==> config.mk <==
export PLATFORM = sky130hd
export DESIGN_NAME = erd_rx_desc
export DESIGN_NICKNAME = d
export VERILOG_FILES = /design/src/verilog/erd_pkg.sv /design/src/verilog/erd_desc_decode.sv /design/src/verilog/erd_rx_desc.sv
export SDC_FILE = /design/constraint.sdc
export NUM_CORES = 1
export LEC_CHECK = 0
export BUFFER_PORTS_ARGS = -buffer_cell sky130_fd_sc_hd__buf_2
export CORE_MARGIN = 5
export CORE_UTILIZATION = 59
export DETAILED_ROUTE_END_ITERATION = 8
export PLACE_DENSITY = 0.8
export SYNTH_ARGS = -nofsm -noshare
export SYNTH_HDL_FRONTEND = slang
export SYNTH_SLANG_ARGS = --single-unit
==> constraint.sdc <==
create_clock -name clk_i -period 7 [get_ports clk_i]
set_input_delay 1.4 -clock clk_i [delete_from_list [all_inputs] [get_ports clk_i]]
set_output_delay 1.4 -clock clk_i [all_outputs]
set_load 0.005 [all_outputs]
==> src/verilog/erd_pkg.sv <==
// What this block does
// RULE1 - set status bit 2 when frame ends on odd nibble, nibble mode only
// RULE2 - set status bit 1 on crc failure, only in the last descriptor
// RULE3 - status bit 0 marks extended status when timestamp or full offload built in
// RULE4 - with full offload, extended status bit set even when checksum engine skips
// RULE5 - without those features, bit 0 means address slot 1..15 matched, 0 for slot 0
// RULE6 - control bit 31 suppresses receive-complete irq flag for that frame
// RULE7 - ring end flag sends next fetch back to list base
// RULE8 - chained flag makes word 3 next-descriptor address, second size ignored
// RULE9 - ring end flag wins over chained flag
// RULE10 - software gives first buffer size in bytes, multiple of four
// RULE11 - zero first buffer size skips buffer one
// RULE12 - word 2 is the full 32-bit first buffer address
// RULE13 - word 3 is the full 32-bit next descriptor address when chained
// RULE14 - set status bit 8 in descriptor holding the last buffers of frame
// RULE15 - reserved control fields are ignored by the device
package erd_pkg;
	localparam logic [4:0] STS_DRIBBLE_BIT = 5'd2;
	localparam logic [4:0] STS_CRC_BIT = 5'd1;
	localparam logic [4:0] STS_EXT_BIT = 5'd0;
	localparam logic [4:0] STS_LAST_BIT = 5'd8;
	localparam logic [4:0] STS_SUMMARY_BIT = 5'd30;
	localparam logic [4:0] CTL_IRQ_OFF_BIT = 5'd31;
	localparam logic [4:0] CTL_RING_END_BIT = 5'd15;
	localparam logic [4:0] CTL_CHAINED_BIT = 5'd14;
	localparam logic [4:0] CTL_SIZE1_MSB = 5'd12;
	localparam logic [4:0] CTL_SIZE2_LSB = 5'd16;
	localparam logic [4:0] CTL_SIZE2_MSB = 5'd28;
	localparam logic [31:0] DESC_STRIDE = 32'h0000_0010;
	localparam logic [31:0] WORD3_OFS = 32'h0000_000c;
	// register byte offsets
	localparam logic [7:0] REG_CTRL = 8'h00;
	localparam logic [7:0] REG_BASE = 8'h04;
	localparam logic [7:0] REG_CUR = 8'h08;
	localparam logic [7:0] REG_IRQ_STS = 8'h0c;
	localparam logic [7:0] REG_IRQ_MASK = 8'h10;
	localparam logic [7:0] REG_W0 = 8'h14;
	localparam logic [7:0] REG_W1 = 8'h18;
	localparam logic [7:0] REG_W2 = 8'h1c;
	localparam logic [7:0] REG_W3 = 8'h20;
	localparam logic [7:0] REG_STATUS_OUT = 8'h24;
	localparam logic [7:0] REG_NEXT = 8'h28;
	localparam logic [7:0] REG_BUF = 8'h2c;
	localparam logic [31:0] CTRL_RESET = 32'h0000_0000;
	localparam logic [31:0] MASK_RESET = 32'h0000_0000;
	localparam logic [1:0] RESP_OKAY = 2'b00;
	localparam logic [1:0] RESP_SLVERR = 2'b10;
	// irq status bit positions
	localparam int IRQ_RX_DONE = 0;
	localparam int IRQ_DESC_DONE = 1;
	localparam int IRQ_W = 2;

	typedef struct packed {
		logic crc_err;
		logic dribble;
		logic ext_avail;
		logic addr_hi_match;
		logic last;
	} erd_frame_t;

	typedef struct packed {
		logic [31:0] next_addr;
		logic [31:0] buf1_addr;
		logic [12:0] buf1_len;
		logic use_buf1;
		logic irq_off;
	} erd_plan_t;
endpackage

==> src/verilog/erd_desc_decode.sv <==
`timescale 1ns/1ps
// decodes one receive descriptor into addresses and flags
module erd_desc_decode
	import erd_pkg::*;
(
	input wire logic [31:0] cur_addr_i,
	input wire logic [31:0] base_addr_i,
	input wire logic [31:0] ctl_word_i,
	input wire logic [31:0] buf_word_i,
	input wire logic [31:0] nxt_word_i,
	output erd_plan_t plan_o
);
	logic ring_end;
	logic chained;

	// only the documented control bits are looked at; reserved ones fall away
	assign ring_end = ctl_word_i[CTL_RING_END_BIT]; // RULE15
	assign chained = ctl_word_i[CTL_CHAINED_BIT]; // RULE8

	// next descriptor choice: ring end first, then chain, else contiguous
	always_comb begin
		plan_o.irq_off = ctl_word_i[CTL_IRQ_OFF_BIT]; // RULE6
		plan_o.buf1_len = ctl_word_i[CTL_SIZE1_MSB:0]; // RULE10
		plan_o.use_buf1 = (ctl_word_i[CTL_SIZE1_MSB:0] != 13'h0000); // RULE11
		plan_o.buf1_addr = buf_word_i; // RULE12
		if (ring_end) begin
			plan_o.next_addr = base_addr_i; // RULE7 RULE9
		end else if (chained) begin
			plan_o.next_addr = nxt_word_i; // RULE13 RULE8
		end else begin
			plan_o.next_addr = cur_addr_i + DESC_STRIDE;
		end
	end
endmodule // erd_desc_decode

==> src/verilog/erd_rx_desc.sv <==
`timescale 1ns/1ps
// receive descriptor handler with axi4-lite register access
module erd_rx_desc
	import erd_pkg::*;
(
	input wire logic clk_i,
	input wire logic rst_i,
	input wire logic ce_i,
	// frame end event from the mac, same clock
	input wire logic frame_end_i,
	input wire logic frame_crc_err_i,
	input wire logic frame_odd_nibble_i,
	input wire logic frame_addr_hi_i,
	input wire logic frame_csum_done_i,
	input wire logic frame_summary_err_i,
	// axi4-lite slave
	input wire logic [7:0] s_awaddr_i,
	input wire logic s_awvalid_i,
	output logic s_awready_o,
	input wire logic [31:0] s_wdata_i,
	input wire logic [3:0] s_wstrb_i,
	input wire logic s_wvalid_i,
	output logic s_wready_o,
	output logic [1:0] s_bresp_o,
	output logic s_bvalid_o,
	input wire logic s_bready_i,
	input wire logic [7:0] s_araddr_i,
	input wire logic s_arvalid_i,
	output logic s_arready_o,
	output logic [31:0] s_rdata_o,
	output logic [1:0] s_rresp_o,
	output logic s_rvalid_o,
	input wire logic s_rready_i,
	output logic irq_o,
	output logic [31:0] next_desc_addr_o,
	output logic [31:0] buf1_addr_o,
	output logic [12:0] buf1_len_o,
	output logic buf1_use_o
);
	typedef struct packed {
		logic [31:0] ctrl;
		logic [31:0] base;
		logic [31:0] cur;
		logic [IRQ_W-1:0] irq_sts;
		logic [IRQ_W-1:0] irq_mask;
		logic [31:0] w0;
		logic [31:0] w1;
		logic [31:0] w2;
		logic [31:0] w3;
		logic aw_got;
		logic [7:0] aw_addr;
		logic w_got;
		logic [31:0] w_data;
		logic [3:0] w_strb;
		logic bvalid;
		logic [1:0] bresp;
		logic rvalid;
		logic [31:0] rdata;
		logic [1:0] rresp;
		logic irq;
		logic [31:0] next_out;
		logic [31:0] buf_out;
		logic [12:0] len_out;
		logic use_out;
		logic awready;
		logic wready;
		logic arready;
	} erd_state_t;

	erd_state_t s_q;
	erd_state_t s_d;
	erd_plan_t plan;
	erd_frame_t fr;
	logic ts_built;
	logic full_offload;
	logic nibble_mode;
	logic do_write;
	logic [31:0] wmerged;
	logic [31:0] status_word;
	logic [31:0] rd_val;
	logic rd_ok;
	logic wr_ok;

	erd_desc_decode u_dec (
		.cur_addr_i(s_q.cur),
		.base_addr_i(s_q.base),
		.ctl_word_i(s_q.w1),
		.buf_word_i(s_q.w2),
		.nxt_word_i(s_q.w3),
		.plan_o(plan)
	);

	// configuration bits of the control register
	assign ts_built = s_q.ctrl[0];
	assign full_offload = s_q.ctrl[1];
	assign nibble_mode = s_q.ctrl[2];

	// frame status capture; this handler always closes a frame in the current descriptor
	always_comb begin
		fr.last = frame_end_i; // RULE14
		fr.crc_err = fr.last & frame_crc_err_i; // RULE2
		fr.dribble = nibble_mode & frame_odd_nibble_i; // RULE1
		fr.ext_avail = fr.last & ~frame_summary_err_i
			& (ts_built | (full_offload & (frame_csum_done_i | 1'b1))); // RULE3 RULE4
		fr.addr_hi_match = frame_addr_hi_i; // RULE5
	end

	// the written-back status word
	always_comb begin
		status_word = 32'h0000_0000;
		status_word[STS_LAST_BIT] = fr.last; // RULE14
		status_word[STS_CRC_BIT] = fr.crc_err; // RULE2
		status_word[STS_DRIBBLE_BIT] = fr.dribble; // RULE1
		status_word[STS_SUMMARY_BIT] = fr.last & frame_summary_err_i;
		if (ts_built | full_offload) begin
			status_word[STS_EXT_BIT] = fr.ext_avail; // RULE3
		end else begin
			status_word[STS_EXT_BIT] = fr.addr_hi_match; // RULE5
		end
	end

	// byte-lane merge of write data
	always_comb begin
		wmerged = rd_val;
		for (int i = 0; i < 4; i++) begin
			if (s_q.w_strb[i]) begin
				wmerged[i*8 +: 8] = s_q.w_data[i*8 +: 8];
			end
		end
	end

	// register read mux, also used for byte merge on writes
	always_comb begin
		rd_ok = 1'b1;
		rd_val = 32'h0000_0000;
		case (s_q.rvalid ? s_q.aw_addr : (s_q.aw_got ? s_q.aw_addr : s_araddr_i))
			REG_CTRL: rd_val = s_q.ctrl;
			REG_BASE: rd_val = s_q.base;
			REG_CUR: rd_val = s_q.cur;
			REG_IRQ_STS: rd_val = {{(32-IRQ_W){1'b0}}, s_q.irq_sts};
			REG_IRQ_MASK: rd_val = {{(32-IRQ_W){1'b0}}, s_q.irq_mask};
			REG_W0: rd_val = s_q.w0;
			REG_W1: rd_val = s_q.w1;
			REG_W2: rd_val = s_q.w2;
			REG_W3: rd_val = s_q.w3;
			REG_STATUS_OUT: rd_val = status_word;
			REG_NEXT: rd_val = plan.next_addr;
			REG_BUF: rd_val = plan.buf1_addr;
			default: rd_ok = 1'b0;
		endcase
	end

	assign do_write = s_q.aw_got & s_q.w_got & ~s_q.bvalid;
	assign wr_ok = rd_ok & (s_q.aw_addr != REG_STATUS_OUT) & (s_q.aw_addr != REG_NEXT)
		& (s_q.aw_addr != REG_BUF);

	// next-state logic
	always_comb begin
		s_d = s_q;
		// write channels taken in either order
		if (s_awvalid_i & ~s_q.aw_got) begin
			s_d.aw_got = 1'b1;
			s_d.aw_addr = s_awaddr_i;
		end
		if (s_wvalid_i & ~s_q.w_got) begin
			s_d.w_got = 1'b1;
			s_d.w_data = s_wdata_i;
			s_d.w_strb = s_wstrb_i;
		end
		if (do_write) begin
			s_d.aw_got = 1'b0;
			s_d.w_got = 1'b0;
			s_d.bvalid = 1'b1;
			s_d.bresp = wr_ok ? RESP_OKAY : RESP_SLVERR;
			case (s_q.aw_addr)
				REG_CTRL: s_d.ctrl = wmerged;
				REG_BASE: s_d.base = wmerged;
				REG_CUR: s_d.cur = wmerged;
				REG_IRQ_STS: s_d.irq_sts = s_q.irq_sts & ~wmerged[IRQ_W-1:0];
				REG_IRQ_MASK: s_d.irq_mask = wmerged[IRQ_W-1:0];
				REG_W0: s_d.w0 = wmerged;
				REG_W1: s_d.w1 = wmerged;
				REG_W2: s_d.w2 = wmerged;
				REG_W3: s_d.w3 = wmerged;
				default: s_d.bresp = RESP_SLVERR;
			endcase
		end
		if (s_q.bvalid & s_bready_i) begin
			s_d.bvalid = 1'b0;
		end
		// read: taken only when no write address is pending, so the mux is free
		if (s_arvalid_i & ~s_q.rvalid & ~s_q.aw_got) begin
			s_d.rvalid = 1'b1;
			s_d.rdata = rd_val;
			s_d.rresp = rd_ok ? RESP_OKAY : RESP_SLVERR;
		end else if (s_q.rvalid & s_rready_i) begin
			s_d.rvalid = 1'b0;
		end
		// frame close: write back status, advance to next descriptor, raise events
		if (frame_end_i) begin
			s_d.w0 = status_word;
			s_d.cur = plan.next_addr; // RULE7 RULE8 RULE9
			s_d.irq_sts[IRQ_DESC_DONE] = 1'b1;
			if (!plan.irq_off) begin
				s_d.irq_sts[IRQ_RX_DONE] = 1'b1; // RULE6
			end
		end
		s_d.irq = |(s_d.irq_sts & s_d.irq_mask);
		s_d.next_out = plan.next_addr;
		s_d.buf_out = plan.buf1_addr; // RULE12
		s_d.len_out = plan.buf1_len;
		s_d.use_out = plan.use_buf1; // RULE11
		// ready flags are registered so the bus outputs leave flip-flops directly
		s_d.awready = ~s_d.aw_got;
		s_d.wready = ~s_d.w_got;
		s_d.arready = ~s_d.rvalid & ~s_d.aw_got;
	end

	// state register
	always_ff @(posedge clk_i) begin
		if (rst_i) begin
			s_q <= '0;
			s_q.ctrl <= CTRL_RESET;
			s_q.irq_mask <= MASK_RESET[IRQ_W-1:0];
			s_q.awready <= 1'b1;
			s_q.wready <= 1'b1;
			s_q.arready <= 1'b1;
		end else if (ce_i) begin
			s_q <= s_d;
		end
	end

	assign s_awready_o = s_q.awready;
	assign s_wready_o = s_q.wready;
	assign s_bvalid_o = s_q.bvalid;
	assign s_bresp_o = s_q.bresp;
	assign s_arready_o = s_q.arready;
	assign s_rvalid_o = s_q.rvalid;
	assign s_rdata_o = s_q.rdata;
	assign s_rresp_o = s_q.rresp;
	assign irq_o = s_q.irq;
	assign next_desc_addr_o = s_q.next_out;
	assign buf1_addr_o = s_q.buf_out;
	assign buf1_len_o = s_q.len_out;
	assign buf1_use_o = s_q.use_out;
endmodule // erd_rx_desc

==> impl_metrics.json, run 1 <==
{
  "status": "finished clean",
  "ys_types": 92,
  "drcViolationCount": 0,
  "slowest_delay_ns": 0.90,
  "viasPerCell": 6.597,
  "hold_buffers": 0,
  "skew_ns": 0.01123,
  "track_usage_pct": 33.46,
  "antenna_found_initial": 0,
  "irDropWorstVdd_mv": 0.1598,
  "gp_congestion": 0.9471,
  "grt_max_degree": 145,
  "crit_buf_inv": 1,
  "async_reset_ff_share_pct": 0,
  "synth_edf_count": 0,
  "yosysSeqAreaShare_pct": 41.66,
  "post_drt_wl_per_cell_um": 23.15,
  "crit_family": "simple AND/OR/NAND/NOR gates",
  "synth_warnings": 0,
  "area_growth_pct": 7.147,
  "synth_xor_area_share_pct": 0.7439,
  "drt_iter0_drc": 2777,
  "avgSynthCellArea_um2": 8.194,
  "start_kind": "input port",
  "finalSetupViolations": 0,
  "postCtsSetupRepairBufs": 0,
  "dr_total_vias": 17740,
  "ios": 186,
  "worstPathArrival_ns": 4.54,
  "num_antenna_cells": 0,
  "die_h_um": 188.7,
  "power_uw": 4846,
  "initial_core_util_pct": 59.70,
  "firstDrtPassIters": 8,
  "synth_fa_ha_area_share_pct": 0.06642,
  "layout_common_cells": "391 x dfxtp_1, 382 x nand2_1, 227 x nor2_1",
  "crit_slowest_cell": "nor2_1",
  "core_mm2": 0.03156,
  "ant_nets": 0,
  "hp-class": "flop to flop",
  "ff_latch_area_mm2": 0.007849,
  "post_route_cells_drive_above_1_share_pct": 14.82,
  "num_rows": 65,
  "layout_worst_path_cycle_share_pct": 58.20,
  "cts_tree": "done",
  "cap_violations": 0,
  "cts_made_buffers": 40,
  "reg2reg_slack_ns": 3.02,
  "synth_top_family_by_area": "simple AND/OR/NAND/NOR gates",
  "hold_viol": 0,
  "multi_input_area_mm2": 0.009333,
  "synth_compound_area_share_pct": 20.78,
  "cts.sinks": 392,
  "crit_path_end_kind": "flop",
  "layout_commonest_cell": "dfxtp_1",
  "cp.required_ns": 7.47,
  "grt_pass1_wl_um": 96050,
  "netlist_area_mm2": 0.01884,
  "internal_power_uw": 3625,
  "worst_pin_slew_ns": 1.175,
  "ctsResizeCount": 0,
  "p_leak_uw": 0.007361,
  "synth-seq-cells": 392,
  "nets": 2325,
  "critical_path_class": "input port to flop",
  "maxSlewHeadroom_pct": 21.37,
  "fin_tns_setup_ns": 0,
  "crit_path_frequent_cell": "nand2_1",
  "path_clk_slew_ns": 0.06,
  "max_clock_freq_mhz": 245.5,
  "grt_pass1_vias": 17010,
  "crit_chain": "buf_4, nand2_1, nor2_1, nand2_1, nand2_1, nand2_1, nor2_1, a22o_1",
  "fillerInstances": 2684,
  "finalWirelength_um": 62250,
  "synthSimpleGateAreaFrac_pct": 23.42,
  "synth_top_flop_cell": "dfxtp_1",
  "dieArea_mm2": 0.03560,
  "htree_levels": 2,
  "place_hpwl_um": 38890,
  "p_sw_share_pct": 25.18,
  "portBuffers": 182,
  "crit_path_max_fanout": 56,
  "clockRootBuffer": "clkbuf_16",
  "clock_power_share_pct": 43.5,
  "slew_viol_final": 0,
  "pwr-share-comb_pct": 8.4,
  "p_sw_uw": 1220,
  "pwr_density_cell_mw_per_mm2": 240.1,
  "grt_overflow": 0,
  "clock_latency_ns": 0.54,
  "syn_inst": 2299,
  "rsz0062_at_grt": "no",
  "cts_buffer_depth": 3,
  "seqPwrFrac_pct": 48.2,
  "die_x_um": 188.7,
  "synthMuxAreaShare_pct": 4.138,
  "period_needed_ns": 4.074
}
[synth_stat cells (46+ instances only)]
library cell | count | area [µm²]
a21oi_1 | 201 | 1006
a22oi_1 | 63 | 473.0
buf_4 | 122 | 915.9
clkbuf_1 | 139 | 521.8
dfxtp_1 | 392 | 7848
mux2i_1 | 73 | 730.7
nand2_1 | 385 | 1445
nand3_1 | 76 | 380.4
nand3b_1 | 46 | 345.3
nor2_1 | 229 | 859.6
nor3_1 | 58 | 290.3
o21ai_0 | 63 | 315.3
[stage by stage]
stage | std cells | area, µm² | util, % | hold slack, ns | worst slack (ns)
6_report | 2689 | 20180 | 63.97 | 0.4511 | 2.926
5_1_grt | 2689 | 20180 | 63.97 | 0.4731 | 2.825
4_1_cts | 2689 | 20180 | 63.97 | 0.4507 | 3.087
3_5_place_dp | 2618 | 18900 | 59.91 | 0.4404 | 2.537
3_3_place_gp | 2618 | 18900 | 59.91 | 0.4322 | 2.513
2_1_floorplan | 2300 | 18840 | - | 0.4240 | 3.586
[power by group through the flow]
stage	clock [µW]	sequential [µW]	combinational, µW
6_report	2110	2330	405
5_1_grt	2200	2340	435
4_1_cts	2120	2330	396
3_5_place_dp	0	2380	395
3_3_place_gp	0	2380	388
2_1_floorplan	0	2350	302
[cell families after synthesis]
kind of cell,Yosys count
mux,77
compound gates,559
buf+inv,316
flops,392
other cells,1
simple gates,937
fa+ha+maj,1
xor+xnor,16
[final cells by class]
cell class | instances | share of cell area, %
clock buffers | 62 | 5.926
clock inverters | 9 | 0.4153
inverters | 21 | 0.3905
multi-input cells | 1592 | 46.24
flip-flops and latches | 392 | 38.89
well taps | 402 | 2.492
repair buffers | 211 | 5.653
[flip-flops by register name (all words and copies together) (netlist names), 13 cells and up]
register and count:
buf1_addr_o 32, next_desc_addr_o 32, buf1_len_o 13, s_q 272
s_rdata_o 32
[worst reg2reg max path: cells and delay by family (launching register included)]
| family | cells | cell delay [ns] |
|---|---|---|
| AOI/OAI and AO/OA | 4 | 1.21 |
| DFF | 1 | 0.77 |
| and+or+nand+nor | 4 | 1.92 |
[path summary, 6_finish.rpt]
kind,depth (start not counted),to,from
worst max-delay path,8,s_q[288],ce_i
worst max register to register,8,s_q[262],s_rvalid_o
worst min register to register,2,s_q[282],s_q[282]
worst min-delay path,2,s_q[282],s_q[282]
[layer usage]
| metal | wire length, µm | GRT usage, % |
|---|---|---|
| met1 | 23390 | 43.31 |
| met2 | 27760 | 52.61 |
| met3 | 8001 | 8.725 |
| met4 | 3104 | 15.39 |
| met5 | 0 | 0 |
(Power assumes the default switching activity.)
==> inputs of run 2 (changes only) <==
==> constraint.sdc (replaced) <==
create_clock -name clk_i -period 4.1 [get_ports clk_i]
set_input_delay 0.82 -clock clk_i [delete_from_list [all_inputs] [get_ports clk_i]]
set_output_delay 0.82 -clock clk_i [all_outputs]
set_load 0.005 [all_outputs]
==> impl_metrics.json, run 2 (same netlist as run 1, synthesis figures left out) <==
{
  "num_antenna_cells": 0,
  "start_kind": "flop",
  "clock_latency_ns": 0.55,
  "hp-class": "flop to flop",
  "core_mm2": 0.03156,
  "violations": "design-rule violations",
  "pwr-share-comb_pct": 8.6,
  "drcViolationCount": 2,
  "layout_setup_ws_ns": 0.4937,
  "nets": 2360,
  "crit_chain": "or2_1, a21o_1, and4_1, buf_4, a222oi_1, and3_1, a31oi_4, a221oi_1, a211oi_1",
  "slew_viol_final": 0,
  "crit_slowest_cell": "and4_1",
  "critical_path_class": "flop to flop",
  "track_usage_pct": 33.43,
  "crit_start": "s_rvalid_o",
  "period_needed_ns": 3.606,
  "layout_common_cells": "391 x dfxtp_1, 385 x nand2_1, 228 x nor2_1",
  "area_growth_pct": 8.900,
  "cp.required_ns": 4.53,
  "finalWirelength_um": 62880,
  "internal_power_uw": 6180,
  "status": "complete, but fails checks",
  "portBuffers": 182,
  "clock_power_share_pct": 43.4,
  "crit_path_max_fanout": 11,
  "hold_buffers": 0,
  "ff_latch_area_mm2": 0.007849,
  "cts.sinks": 392,
  "dr_total_vias": 17890,
  "cts_made_buffers": 41,
  "reg2reg_from": "s_rvalid_o",
  "p_leak_uw": 0.007569,
  "layout_commonest_cell": "dfxtp_1",
  "irDropWorstVdd_mv": 0.3218,
  "crit_path_end_kind": "flop",
  "clockRootBuffer": "clkbuf_16",
  "max_clock_freq_mhz": 277.3,
  "pwr_density_cell_mw_per_mm2": 403.6,
  "slowest_delay_ns": 0.66,
  "initial_core_util_pct": 59.70,
  "drt_iter0_drc": 2834,
  "maxSlewHeadroom_pct": 18.82,
  "cts_tree": "done",
  "cts_buffer_depth": 3,
  "path_clk_slew_ns": 0.06,
  "worst_pin_slew_ns": 1.215,
  "seqPwrFrac_pct": 48.0,
  "antenna_found_initial": 0,
  "placed_area_mm2": 0.01922,
  "dieArea_mm2": 0.03560,
  "firstDrtPassIters": 9,
  "p_sw_share_pct": 25.36,
  "gp_congestion": 0.9559,
  "layout_worst_path_cycle_share_pct": 87.96,
  "die_h_um": 188.7,
  "grt_overflow": 0,
  "finalSetupViolations": 0,
  "num_rows": 65,
  "hold_start": "s_q[144]",
  "multi_input_area_mm2": 0.009295,
  "cap_violations": 0,
  "reg2reg_slack_ns": 0.49,
  "die_x_um": 188.7,
  "top_register": "s_q",
  "grt_pass1_vias": 16520,
  "ant_nets": 0,
  "fillerInstances": 2641,
  "post_route_cells_drive_above_1_share_pct": 16.01,
  "ios": 186,
  "grt_pass1_wl_um": 95300,
  "grt_max_degree": 96,
  "place_hpwl_um": 40380,
  "fin_area_mm2": 0.02051,
  "skew_ns": 0.02100,
  "postCtsSetupRepairBufs": 0,
  "rsz0062_at_grt": "no",
  "post_drt_wl_per_cell_um": 23.08,
  "ctsResizeCount": 0,
  "viasPerCell": 6.566,
  "worstPathArrival_ns": 4.04,
  "fin_tns_setup_ns": 0,
  "pre_cts_ws_ns": 0.4568,
  "hold_viol": 0,
  "largest_register_ffs": 272,
  "p_sw_uw": 2099,
  "hold_slack_ns": 0.4500,
  "htree_levels": 2
}
run 2: changes by cell type in the layout (fill, tap and decap cells not counted), moves of 2 or more:
cell	delta
and4_1	+3
and4_2	-3
buf_12	+8
buf_4	+26
clkbuf_1	-5
clkbuf_8	+2
clkinv_2	+5
nand2_1	+3
nand2_2	-3
run 2: metal layers:
metal | global-route usage [%] | vias up | wire length, µm
met2 | 52.42 | 1184 | 27790
li1 | - | 8055 | -
met3 | 6.836 | 221 | 7409
met1 | 45.26 | 8433 | 24860
met5 | 0 | - | 0
met4 | 13.79 | 0 | 2821
run 2: stage by stage:
step,utilization (%),total power [µW],cells
after CTS,65.01,8268,2725
after floorplan,-,4535,2300
after global routing,65.01,8517,2725
final,65.01,8279,2725
after detailed placement,60.92,4752,2652
after global placement,60.92,4740,2652
run 2: worst max-delay path: cells and delay by family, from the launching register on:
kind / cells / cell delay [ns]
simple gates: 3 / 1.43
flops: 1 / 0.58
buf+inv: 1 / 0.30
compound gates: 5 / 1.17
run 2: cell type report:
type / instances / area share (%)
Clock buffer: 59 / 5.873
Clock inverter: 14 / 0.4269
Inverter: 21 / 0.3842
Multi-Input combinational cell: 1592 / 45.31
Sequential cell: 392 / 38.26
Tap cell: 402 / 2.452
Timing Repair Buffer: 245 / 7.294
run 2: power by group through the flow:
stage / registers, µW / clock network, µW / logic [µW]
global placement: 4050 / 0 / 687
CTS: 3970 / 3600 / 700
finish: 3970 / 3590 / 714
detailed placement: 4060 / 0 / 696
global route: 3980 / 3770 / 764
floorplan: 4020 / 0 / 516
run 2: worst paths after layout:
kind	to	cells past startpoint
setup / recovery	s_q[312]	9
hold / removal	s_q[144]	2
setup reg to reg	s_q[312]	9
hold reg to reg	s_q[144]	2
